File: config.mk
export PLATFORM = sky130hd
export DESIGN_NAME = load_switch_fault_sequencer
export DESIGN_NICKNAME = d
export VERILOG_FILES = /design/src/rtl/load_switch_pkg.sv /design/src/rtl/timer_if.sv /design/src/rtl/delay_timer.sv /design/src/rtl/load_switch_fault_sequencer.sv
export SDC_FILE = /design/constraint.sdc
export NUM_CORES = 1
export LEC_CHECK = 0
export BUFFER_PORTS_ARGS = -buffer_cell sky130_fd_sc_hd__buf_2
export CORE_MARGIN = 2
export CORE_UTILIZATION = 35
export DETAILED_ROUTE_END_ITERATION = 8
export GPL_ROUTABILITY_DRIVEN = 1
export GPL_TIMING_DRIVEN = 0
export PLACE_DENSITY = 0.6
export SLEW_MARGIN = 20
export SYNTH_ARGS = -nofsm -noshare
export SYNTH_HDL_FRONTEND = slang
export SYNTH_SLANG_ARGS = --single-unit
File: constraint.sdc
create_clock -name clk -period 6.69 [get_ports clk]
set_clock_uncertainty 0.15 [all_clocks]
set_input_delay 0.669 -clock clk [delete_from_list [all_inputs] [get_ports clk]]
set_output_delay 0.669 -clock clk [all_outputs]
set_load 0.01 [all_outputs]
File: src/rtl/load_switch_pkg.sv
// constants and types for the load switch fault sequencer
// assumes a single 10 MHz core clock drives every timer
`default_nettype none
package load_switch_pkg;

	// core clock rate
	localparam int CLK_HZ = 10_000_000;

	// documented delays in their own units
	localparam int SC_CHECK_MS = 7;
	localparam int HICCUP_MS = 70;
	localparam int REPORT_MS = 8;
	localparam int RELEASE_MS = 17;
	localparam int BLANK_US = 370;
	localparam int RECOVER_US = 15;

	// delays as clock counts, whole cycles
	localparam int SC_CHECK_CYC = SC_CHECK_MS * (CLK_HZ / 1000);
	localparam int HICCUP_CYC = HICCUP_MS * (CLK_HZ / 1000);
	localparam int REPORT_CYC = REPORT_MS * (CLK_HZ / 1000);
	localparam int RELEASE_CYC = RELEASE_MS * (CLK_HZ / 1000);
	localparam int BLANK_CYC = BLANK_US * (CLK_HZ / 1_000_000);
	localparam int RECOVER_CYC = RECOVER_US * (CLK_HZ / 1_000_000);

	// timer counter width, enough for the longest delay
	localparam int TIMER_W = 20;

	// bit positions of the synchronised input vector
	localparam int IN_ENABLE = 0;
	localparam int IN_FAST_ON = 1;
	localparam int IN_INPUT_UNDERVOLTAGE_LOCKOUT = 2;
	localparam int IN_OVERTEMP = 3;
	localparam int IN_OCP = 4;
	localparam int IN_CLP = 5;
	localparam int IN_OUT_LOW = 6;
	localparam int IN_REVERSE = 7;
	localparam int IN_COUNT = 8;

	// sequencer states, one-hot
	typedef enum logic [6:0] {
		ST_SHUTDOWN = 7'h01,
		ST_PRECHECK = 7'h02,
		ST_RCP_WAIT = 7'h04,
		ST_SOFTSTART = 7'h08,
		ST_ON = 7'h10,
		ST_HICCUP = 7'h20,
		ST_THERMAL = 7'h40
	} seq_state_t;

endpackage : load_switch_pkg
`default_nettype wire

File: src/rtl/timer_if.sv
// run/limit/expired link between the sequencer and one delay timer
// assumes owner and timer share the core clock
`timescale 1ns/1ps
`default_nettype none
interface timer_if #(
	parameter int W = 20
);
	logic run;
	logic [W-1:0] limit;
	logic expired;

	// the sequencer owns run and limit
	modport owner (
		output run,
		output limit,
		input expired
	);

	// the timer answers with expired
	modport counter (
		input run,
		input limit,
		output expired
	);
endinterface : timer_if
`default_nettype wire

File: src/rtl/delay_timer.sv
// one delay counter: counts while run is high, flags when limit is reached
// assumes run comes from logic on the same clock, no synchroniser needed
`timescale 1ns/1ps
`default_nettype none
module delay_timer #(
	parameter int W = 20
) (
	input wire logic clk,
	input wire logic arst_n,
	timer_if.counter tmr
);
	typedef struct packed {
		logic [W-1:0] count;
		logic expired;
	} timer_state_t;

	timer_state_t s;
	timer_state_t next_s;

	// dropping run restarts from zero, so each use is a fresh interval
	always_comb begin
		next_s = s;
		if (!tmr.run) begin
			next_s.count = '0;
			next_s.expired = 1'b0;
		end else if (s.count != tmr.limit) begin
			next_s.count = s.count + W'(1);
			next_s.expired = (s.count + W'(1)) == tmr.limit;
		end
	end

	always_ff @(posedge clk or negedge arst_n) begin
		if (!arst_n) begin
			s <= '0;
		end else begin
			s <= next_s;
		end
	end

	assign tmr.expired = s.expired;
endmodule : delay_timer
`default_nettype wire

File: src/rtl/load_switch_fault_sequencer.sv
// switch control and fault sequencing of a usb power load switch
// assumes analog comparators present level indications on pins;
// every pin input except the unused faultFlagNIn is asynchronous and is synchronised here
`timescale 1ns/1ps
`default_nettype none
module load_switch_fault_sequencer
	import load_switch_pkg::*;
#(
	parameter int SC_CHECK_CYCLES = SC_CHECK_CYC,
	parameter int HICCUP_CYCLES = HICCUP_CYC,
	parameter int REPORT_CYCLES = REPORT_CYC,
	parameter int RELEASE_CYCLES = RELEASE_CYC
) (
	input wire logic clk,
	input wire logic arst_n,
	input wire logic enable,
	input wire logic fastTurnOnSelect,
	input wire logic inputUndervoltageLockout,
	input wire logic overTemperature,
	input wire logic overcurrentTrip,
	input wire logic currentLimitRegulation,
	input wire logic outputBelowFortyPercent,
	input wire logic reverseVoltage,
	input wire logic faultFlagNIn,
	output logic switchOn,
	output logic softstartCurrentLimit,
	output logic limitEnable,
	output logic chargePumpOn,
	output logic faultFlagNOut,
	output logic faultFlagNOe
);
	// refuse counts that the timer width cannot hold
	if (SC_CHECK_CYCLES < 1 || SC_CHECK_CYCLES >= (1 << TIMER_W)) begin : g_chk_sc
		$error("short-circuit check count out of range");
	end
	if (HICCUP_CYCLES < 1 || HICCUP_CYCLES >= (1 << TIMER_W)) begin : g_chk_hic
		$error("hiccup count out of range");
	end
	if (REPORT_CYCLES < 1 || REPORT_CYCLES >= (1 << TIMER_W)) begin : g_chk_rep
		$error("report count out of range");
	end
	if (RELEASE_CYCLES < 1 || RELEASE_CYCLES >= (1 << TIMER_W)) begin : g_chk_rel
		$error("release count out of range");
	end
	// fixed package counts share the same timer width
	if (BLANK_CYC < 1 || BLANK_CYC >= (1 << TIMER_W)) begin : g_chk_blank
		$error("blanking count out of range");
	end
	if (RECOVER_CYC < 1 || RECOVER_CYC >= (1 << TIMER_W)) begin : g_chk_rec
		$error("recovery count out of range");
	end

	typedef struct packed {
		logic [IN_COUNT-1:0] sync1;
		logic [IN_COUNT-1:0] sync2;
		logic [IN_COUNT-1:0] sync3;
		logic [IN_COUNT-1:0] stable;
		seq_state_t state;
		logic fastMode;
		logic flag;
		logic switchOn;
		logic ssLimit;
		logic limitEnable;
		logic pumpOn;
		logic flagOe;
		logic flagLevel;
	} seq_regs_t;

	seq_regs_t s;
	seq_regs_t next_s;

	// faultFlagNIn readback is not used; the flag state is held internally
	logic [IN_COUNT-1:0] pins;
	logic en;
	logic fastOn;
	logic input_undervoltage_lockout;
	logic hot;
	logic overcurrent_trip;
	logic current_limit_regulation;
	logic outLow;
	logic reverse;
	logic faultNow;

	timer_if #(.W(TIMER_W)) scTmr ();
	timer_if #(.W(TIMER_W)) blankTmr ();
	timer_if #(.W(TIMER_W)) hiccupTmr ();
	timer_if #(.W(TIMER_W)) reportTmr ();
	timer_if #(.W(TIMER_W)) releaseTmr ();
	timer_if #(.W(TIMER_W)) recoverTmr ();

	// gather pins into one vector for the synchroniser
	always_comb begin
		pins = '0;
		pins[IN_ENABLE] = enable;
		pins[IN_FAST_ON] = fastTurnOnSelect;
		pins[IN_INPUT_UNDERVOLTAGE_LOCKOUT] = inputUndervoltageLockout;
		pins[IN_OVERTEMP] = overTemperature;
		pins[IN_OCP] = overcurrentTrip;
		pins[IN_CLP] = currentLimitRegulation;
		pins[IN_OUT_LOW] = outputBelowFortyPercent;
		pins[IN_REVERSE] = reverseVoltage;
	end

	// filtered levels, taken only once stages two and three agree
	assign en = s.stable[IN_ENABLE];
	assign fastOn = s.stable[IN_FAST_ON];
	assign input_undervoltage_lockout = s.stable[IN_INPUT_UNDERVOLTAGE_LOCKOUT];
	assign hot = s.stable[IN_OVERTEMP];
	assign overcurrent_trip = s.stable[IN_OCP];
	assign current_limit_regulation = s.stable[IN_CLP];
	assign outLow = s.stable[IN_OUT_LOW];
	assign reverse = s.stable[IN_REVERSE];

	// timer run levels follow the present state
	always_comb begin
		scTmr.limit = TIMER_W'(SC_CHECK_CYCLES);
		blankTmr.limit = TIMER_W'(BLANK_CYC);
		hiccupTmr.limit = TIMER_W'(HICCUP_CYCLES);
		reportTmr.limit = TIMER_W'(REPORT_CYCLES);
		releaseTmr.limit = TIMER_W'(RELEASE_CYCLES);
		recoverTmr.limit = TIMER_W'(RECOVER_CYC);
		scTmr.run = (s.state == ST_SOFTSTART) && !s.fastMode;
		blankTmr.run = (s.state == ST_SOFTSTART) && s.fastMode;
		hiccupTmr.run = (s.state == ST_HICCUP);
		reportTmr.run = (s.state == ST_ON) && current_limit_regulation;
		releaseTmr.run = s.flag && !faultNow;
		recoverTmr.run = (s.state == ST_RCP_WAIT) && !reverse;
	end

	// one timer per delay; all on the core clock
	// short-circuit check, slow start only
	delay_timer #(.W(TIMER_W)) u_scTimer (
		.clk(clk),
		.arst_n(arst_n),
		.tmr(scTmr)
	);

	// fast-start blanking of the limit loop
	delay_timer #(.W(TIMER_W)) u_blankTimer (
		.clk(clk),
		.arst_n(arst_n),
		.tmr(blankTmr)
	);

	// retry wait after any trip
	delay_timer #(.W(TIMER_W)) u_hiccupTimer (
		.clk(clk),
		.arst_n(arst_n),
		.tmr(hiccupTmr)
	);

	// persistence filter for limit events
	delay_timer #(.W(TIMER_W)) u_reportTimer (
		.clk(clk),
		.arst_n(arst_n),
		.tmr(reportTmr)
	);

	// hold-off before the flag lets go
	delay_timer #(.W(TIMER_W)) u_releaseTimer (
		.clk(clk),
		.arst_n(arst_n),
		.tmr(releaseTmr)
	);

	// reverse recovery, restarted by each new reverse spell
	delay_timer #(.W(TIMER_W)) u_recoverTimer (
		.clk(clk),
		.arst_n(arst_n),
		.tmr(recoverTmr)
	);

	// present fault condition that the flag must show
	always_comb begin
		faultNow = 1'b0;
		if (s.state == ST_HICCUP || s.state == ST_THERMAL) begin
			faultNow = 1'b1;
		end
		if (s.state == ST_ON && current_limit_regulation && reportTmr.expired) begin
			faultNow = 1'b1;
		end
	end

	// next-state logic for synchroniser, sequencer and outputs
	always_comb begin
		next_s = s;

		// three-stage synchroniser; stage one feeds stage two only
		next_s.sync1 = pins;
		next_s.sync2 = s.sync1;
		next_s.sync3 = s.sync2;
		next_s.stable = (~(s.sync2 ^ s.sync3) & s.sync3)
			| ((s.sync2 ^ s.sync3) & s.stable);

		// sequencer
		unique case (s.state)
			ST_SHUTDOWN: begin
				// fast-on is taken only here; a change while on waits
				if (en && !input_undervoltage_lockout) begin
					next_s.fastMode = fastOn;
					next_s.state = ST_PRECHECK;
				end
			end
			ST_PRECHECK: begin
				if (hot) begin
					next_s.state = ST_THERMAL;
				end else if (reverse) begin
					next_s.state = ST_RCP_WAIT;
				end else begin
					next_s.state = ST_SOFTSTART;
				end
			end
			ST_RCP_WAIT: begin
				// recovery timer restarts whenever reverse returns
				if (hot) begin
					next_s.state = ST_THERMAL;
				end else if (recoverTmr.expired) begin
					next_s.state = ST_SOFTSTART;
				end
			end
			ST_SOFTSTART: begin
				if (hot) begin
					next_s.state = ST_THERMAL;
				end else if (overcurrent_trip) begin
					next_s.state = ST_HICCUP;
				end else if (s.fastMode && blankTmr.expired) begin
					next_s.state = ST_ON;
				end else if (!s.fastMode && scTmr.expired) begin
					// thermal was checked first, so only a short remains
					next_s.state = outLow ? ST_HICCUP : ST_ON;
				end
			end
			ST_ON: begin
				// limiting alone keeps the switch on; only a collapse trips
				if (hot) begin
					next_s.state = ST_THERMAL;
				end else if (overcurrent_trip) begin
					next_s.state = ST_HICCUP;
				end else if (current_limit_regulation && outLow) begin
					next_s.state = ST_HICCUP;
				end
			end
			ST_HICCUP: begin
				// the retry timer starts from zero on every entry
				if (hot) begin
					next_s.state = ST_THERMAL;
				end else if (hiccupTmr.expired) begin
					next_s.state = ST_SOFTSTART;
				end
			end
			ST_THERMAL: begin
				// the hysteresis lives in the comparator feeding this pin
				if (!hot) begin
					next_s.state = ST_HICCUP;
				end
			end
			default: begin
				next_s.state = ST_SHUTDOWN;
			end
		endcase

		// enable low or supply too low overrides every sequencer state
		if (!en || input_undervoltage_lockout) begin
			next_s.state = ST_SHUTDOWN;
		end

		// switch drive; reverse blocking opens it without any fault
		next_s.switchOn = (next_s.state == ST_SOFTSTART
			|| next_s.state == ST_ON) && !reverse;
		next_s.ssLimit = (next_s.state == ST_SOFTSTART)
			&& !next_s.fastMode;
		// regulation at the set limit is on in ST_ON and in slow soft start, off during fast-start blanking
		next_s.limitEnable = (next_s.state == ST_ON)
			|| (next_s.state == ST_SOFTSTART && !next_s.fastMode);
		next_s.pumpOn = en;

		// fault flag: immediate for trips, held until release runs out, cleared at once in shutdown
		if (next_s.state == ST_SHUTDOWN) begin
			next_s.flag = 1'b0;
		end else if (next_s.state == ST_HICCUP
			|| next_s.state == ST_THERMAL) begin
			next_s.flag = 1'b1;
		end else if (faultNow) begin
			next_s.flag = 1'b1;
		end else if (s.flag && releaseTmr.expired) begin
			next_s.flag = 1'b0;
		end
		next_s.flagOe = next_s.flag;
		// open drain: the data bit only ever pulls the line low
		next_s.flagLevel = 1'b0;
	end

	// single register stage for all state
	always_ff @(posedge clk or negedge arst_n) begin
		if (!arst_n) begin
			s <= '{
				sync1: '0,
				sync2: '0,
				sync3: '0,
				stable: '0,
				state: ST_SHUTDOWN,
				fastMode: 1'b0,
				flag: 1'b0,
				switchOn: 1'b0,
				ssLimit: 1'b0,
				limitEnable: 1'b0,
				pumpOn: 1'b0,
				flagOe: 1'b0,
				flagLevel: 1'b0
			};
		end else begin
			s <= next_s;
		end
	end

	// outputs straight from flops; open drain only ever pulls low
	assign switchOn = s.switchOn;
	assign softstartCurrentLimit = s.ssLimit;
	assign limitEnable = s.limitEnable;
	assign chargePumpOn = s.pumpOn;
	assign faultFlagNOut = s.flagLevel;
	assign faultFlagNOe = s.flagOe;
endmodule : load_switch_fault_sequencer
`default_nettype wire

== Word level (Yosys, flattened, before mapping) ==
Cells that the tools add are included.

* Input port bits: 11
* Output and inout bits: 6
* Register bits: 171
* Logic and storage cells: 126

* Add/sub/neg operators: 6
* Bitwise logic cells: 5
* Eq/ne operators: 30
* Multiplexer cells: 37
* Reduce and logical (&&, ||, !) cells: 25

{| class="wikitable"
|+ Operators by type and width
! cell !! count
|-
| $mux 21 || 12
|-
| $add 20x1->20 const B || 6
|-
| $mux 7 || 14
|-
| $pmux 7 s7 || 1
|-
| $eq 20x17->1 const B || 2
|-
| $ne 20x17->1 const B || 2
|-
| $eq 20x12->1 const B || 1
|-
| $eq 20x18->1 const B || 1
|-
| $eq 20x20->1 const B || 1
|-
| $eq 20x8->1 const B || 1
|-
| $ne 20x12->1 const B || 1
|-
| $ne 20x18->1 const B || 1
|-
| $ne 20x20->1 const B || 1
|-
| $ne 20x8->1 const B || 1
|-
| $and 8x8->8 || 2
|-
| $eq 7x1->1 const B || 2
|-
| $eq 7x4->1 const B || 2
|-
| $eq 7x5->1 const B || 2
|-
| $eq 7x6->1 const B || 2
|-
| $eq 7x7->1 const B || 2
|-
| $logic_and 1x1->1 || 13
|-
| $ne 2x2->1 const B || 6
|-
| $mux 8 || 1
|-
| $not 8->8 || 1
|-
| other kinds (10) || 25
|}

== Logic depth before layout (Yosys ltp) ==
* Depth after elaboration: 12
* Mapped depth: 9
* Gate-level depth less buffers: 8

== Cells and area by module ==
A second synthesis with hierarchy kept.

* Cell total of the unflattened synthesis: 1530
* Area total of the unflattened synthesis: 13168.9 um^2

{| class="wikitable"
|+ By module, submodules not included
! module !! cells each !! area each (um^2) !! seq. area each (um^2) !! times used
|-
| delay_timer (u_blankTimer ...) || 232 || 1895.6 || 525.5 || 5
|-
| load_switch_fault_sequencer || 149 || 1863.0 || 1127.3 || 1
|-
| delay_timer (u_hiccupTimer) || 221 || 1828.0 || 525.5 || 1
|}

== Worst setup path after synthesis ==
Ideal clock, no wire load.

* Path kind: flip-flop to flip-flop
* Start: register s[12] (netlist bit)
* End: register u_recoverTimer.s, in the netlist u_recoverTimer.tmr.expired
* Library setup time: 0.095 ns
* Path buffers: 1
* Stages on the path, launching flop included: 8
* Setup slack: 3.727 ns
* Data arrival time: 2.718 ns
* Data required time: 6.445 ns
* Period minus slack after synthesis: 2.963 ns
* Path through: dfrtp_1 -> or4b_4 -> or3_1 -> buf_2 -> or3_1 -> a311o_1 -> or4_1 -> o31ai_1

* Word-level cells in the longest chain between the ends: 3
* Elaborated cells on any way between the ends: 4
* Classes of those cells: eq/ne (2); mux (1); reduce/logical (1)

{| class="wikitable"
|+ RTL lines
! element !! RTL line !! source
|-
| start: declaration || load_switch_fault_sequencer.sv:69 || <nowiki>seq_regs_t s;</nowiki>
|-
| start signal: assignment || load_switch_fault_sequencer.sv:296 || <nowiki>s <= '{</nowiki>
|-
| start signal: assignment || load_switch_fault_sequencer.sv:312 || <nowiki>s <= next_s;</nowiki>
|-
| $eq 7x3->1 (*) || load_switch_fault_sequencer.sv:127 || <nowiki>recoverTmr.run = (s.state == ST_RCP_WAIT) && !reverse;</nowiki>
|-
| $logic_and 1x1->1 (*) || load_switch_fault_sequencer.sv:127 ||
|-
| $ne 2x2->1 (no source line) or $mux 21 (tied branches) || n/a ||
|-
| end signal: assignment || delay_timer.sv:36 || <nowiki>s <= next_s;</nowiki>
|-
| end: declaration || delay_timer.sv:17 || <nowiki>timer_state_t s;</nowiki>
|}

Mark *: on every way between the ends. The rest lies on a longest branch, timed or not.
A chain may end at the register's enable or synchronous reset.

== Worst setup path in the final report ==
* Start: register s[13] (netlist bit)
* End: register u_hiccupTimer.s, in the netlist u_hiccupTimer.tmr.expired

* Word-level cells in the longest chain between the ends: 2
* Elaborated cells on any way between the ends: 3
* Classes of those cells: eq/ne (2); mux (1)

{| class="wikitable"
|+ RTL lines
! element !! RTL line !! source
|-
| $eq 7x6->1 (*) || load_switch_fault_sequencer.sv:124 || <nowiki>hiccupTmr.run = (s.state == ST_HICCUP);</nowiki>
|-
| $ne 2x2->1 (no source line) or $mux 21 (tied branches) || n/a ||
|-
| end signal: assignment || delay_timer.sv:36 ||
|-
| end: declaration || delay_timer.sv:17 ||
|}

Marked as above.

==> impl_metrics.json <==
{
  "h-tree-depth": 4,
  "r2r-start": "s[13]",
  "wl_met3_um": 494,
  "worstRegToRegCells": 8,
  "cts-root-buf": "clkbuf_16",
  "syn_nets": 1073,
  "wl_met1_mm": 9.898,
  "netlist_area_um2": 9544,
  "ir_drop_mv": 0.1415,
  "fp-row-count": 60,
  "crit_family": "simple AND/OR/NAND/NOR gates",
  "slew_headroom_pct": 40.25,
  "synthFlopType": "dfrtp_1",
  "synth_commonest_cells": "170 x dfrtp_1, 166 x nor2_1, 67 x xnor2_1",
  "cpMostUsedCell": "clkbuf_1",
  "postRouteAntennaNets": 0,
  "routabilityCongestion": 0.8606,
  "drt_wl_total_mm": 19.58,
  "synth_edf_count": 0,
  "worst_pin_slew_ns": 0.8894,
  "post_dp_cell_area_um2": 10080,
  "path_clk_slew_ns": 0.06,
  "cp_max_fo": 10,
  "synth_top_area_share_pct": 44.57,
  "clock_path_buffers": 2,
  "grt-ovfl-total": 0,
  "crit_start": "s[13]",
  "portBuffers": 14,
  "area_delta_synth_final_pct": 12.59,
  "yosys_warnings": 0,
  "crit_chain": "clkbuf_1, or3b_2, or3_2, inv_1, nand2b_1, clkbuf_1, or4_1, o31ai_1",
  "dp_hpwl_mm": 13.59,
  "ys_top_cells_by_area": "dfrtp_1 45%, nor2_1 6.5%, xnor2_1 6.1%",
  "cts.sinks": 171,
  "synth_seq_cells": 171,
  "status": "finished, final reports clean",
  "grt_pass1_vias": 7131,
  "pwr_density_cell_nw_per_um2": 207.8,
  "grt_usage_pct": 14.50,
  "wl_met2_mm": 8.949,
  "cp-end-kind": "flip-flop",
  "ff2ff_setup_slack_ns": 3.50,
  "crit_type": "flip-flop to flip-flop",
  "cp-start-kind": "flip-flop",
  "finalSetupViolCount": 0,
  "max_stage_delay_ns": 0.62,
  "avgViaCountPerCell": 5.206,
  "async_flop_share_pct": 100.0,
  "dieArea_um2": 28610,
  "dr.pass1.iters": 5,
  "top_layer": "met4",
  "crit_buf_inv": 3,
  "leakage_nw": 3.985,
  "hold_violations": 0,
  "utilization_pct": 39.98,
  "dr.first_iter.drc_count": 389,
  "post_cts_buffers": 0,
  "grt_pass1_wl_mm": 34.40,
  "cts_inserted_buffers": 17,
  "io_pins": 17,
  "hold_path.class": "input pin to asynchronous set/reset pin",
  "grt_max_degree": 95,
  "fin_crit_sh_pct": 47.74,
  "nNetsFinal": 1107,
  "maxSlewViolCount": 0,
  "fmax_ghz": 0.3131,
  "arrival_ns": 3.37,
  "seq_area_frac_synth_pct": 44.85,
  "start_util_pct": 35.51,
  "antenna_found_initial": 0,
  "cp.depth": 8,
  "synth_top_cell_by_area": "dfrtp_1",
  "hold_ws_ns": 0.05954,
  "rsz0062_at_grt": "false",
  "cp_data_required_time_ns": 6.86,
  "worst_r2r_endpoint": "u_hiccupTimer.tmr.expired",
  "avgSynthCellArea_um2": 9.142,
  "coreArea_um2": 26880,
  "finalSetupTns_ns": 0,
  "wl_per_cell_um": 13.68,
  "drc": 0,
  "num_vias": 7450,
  "cpMaxStageDelayCell": "or4_1",
  "ys_types": 70,
  "cap_violations": 0,
  "final_layout_size_suffix_gt1_share_pct": 6.239,
  "stdcell_area_um2": 10750,
  "synthCells": 1044,
  "die_w_um": 169.1,
  "crit_end": "u_hiccupTimer.tmr.expired",
  "yosysMostFrequentCell": "dfrtp_1",
  "antenna_cells": 0,
  "cts_hold_repair.buffers": 0,
  "cts_tree": "built",
  "fin_crit_ns": 3.194,
  "cts_resized": 0,
  "insertion_delay_ns": 0.43,
  "die_h_um": 169.1
}
-- sequential cells by signal, summed over array words and instances (netlist names), 16 cells and up, named ones only --
signal            count
u_blankTimer.s       20
u_recoverTimer.s     20
u_reportTimer.s      20
u_scTimer.s          20
next_s               16
u_releaseTimer.s     20
u_hiccupTimer.s      20
s                    16
-- per-stage QoR --
stage               total power [W]  worst slack (ns)  instances
finish                     0.002232             3.496       1431
global route               0.002321             3.212       1431
CTS                        0.002269             3.419       1431
detailed placement         0.001149             3.420       1400
global placement           0.001145             2.032       1399
floorplan                  0.001109             3.727       1044
-- worst register-to-register path, delay by kind of cell (launching register included) --
family                 cells  cell delay, ns
and+or+nand+nor            4            1.65
buffers and inverters      3            0.69
DFF                        1            0.35
AOI/OAI and AO/OA          1            0.25
-- final cells by class --
cell class,instances,area (µm²)
Buffer,52,200.2
Sequential cell,171,4280
Inverter,35,131.4
Tap cell,341,426.7
Timing Repair Buffer,15,107.6
Fill cell,2662,16130
Clock buffer,17,425.4
Multi-Input combinational cell,786,4938
Clock inverter,14,235.2
-- how the worst min path moves through the flow --
stage,cells after the start,endpoint,start,slack (ns)
6_report,1,u_reportTimer.s[9],arst_n,0.06
5_1_grt,1,u_reportTimer.s[9],arst_n,0.11
4_1_cts,1,u_reportTimer.s[9],arst_n,0.08
3_5_place_dp,0,next_s[29],next_s[37],0.19
3_3_place_gp,0,next_s[23],next_s[31],0.18
2_1_floorplan,0,next_s[23],next_s[31],0.18
-- cells in the final DEF (no fill, tap or decap), types with 14 or more instances in the layout --
cell type	synthesis	routed
and3_1	23	23
nor2_1	166	166
clkbuf_1	49	49
o21ai_0	20	20
buf_2	1	14
nor3_1	27	27
inv_1	35	35
xnor2_1	67	67
nor2b_1	17	17
nand4_1	44	44
clkbuf_16	0	17
nor4_1	25	25
nand3_1	55	55
nand2_1	63	63
xor2_1	53	53
or3_1	16	16
dfrtp_1	170	170
ha_1	18	18
a21oi_1	23	23
-- cell families after synthesis --
group | share of synthesized area [%]
flip-flops | 44.85
multiplexers | 1.062
AND/OR/NAND/NOR | 28.04
XOR/XNOR | 11.01
adder cells (fa/ha/maj) | 3.199
AO/OA/AOI/OAI | 8.325
other | 0.03929
buffers and inverters | 3.474
-- routing by layer --
layer	global-route usage [%]	vias to the layer above
met3	2.239	14
met5	0	-
met4	4.794	0
li1	-	3749
met2	23.19	114
met1	20.16	3573
-- power by group --
part           internal (W)  total (W)  leakage [nW]  switching (W)
clock              0.000671    0.00111         0.318       0.000434
combinational     0.0000181  0.0000566          1.36      0.0000385
sequential          0.00105    0.00107          2.31      0.0000181
No activity file was read; power rests on OpenSTA's default activity.
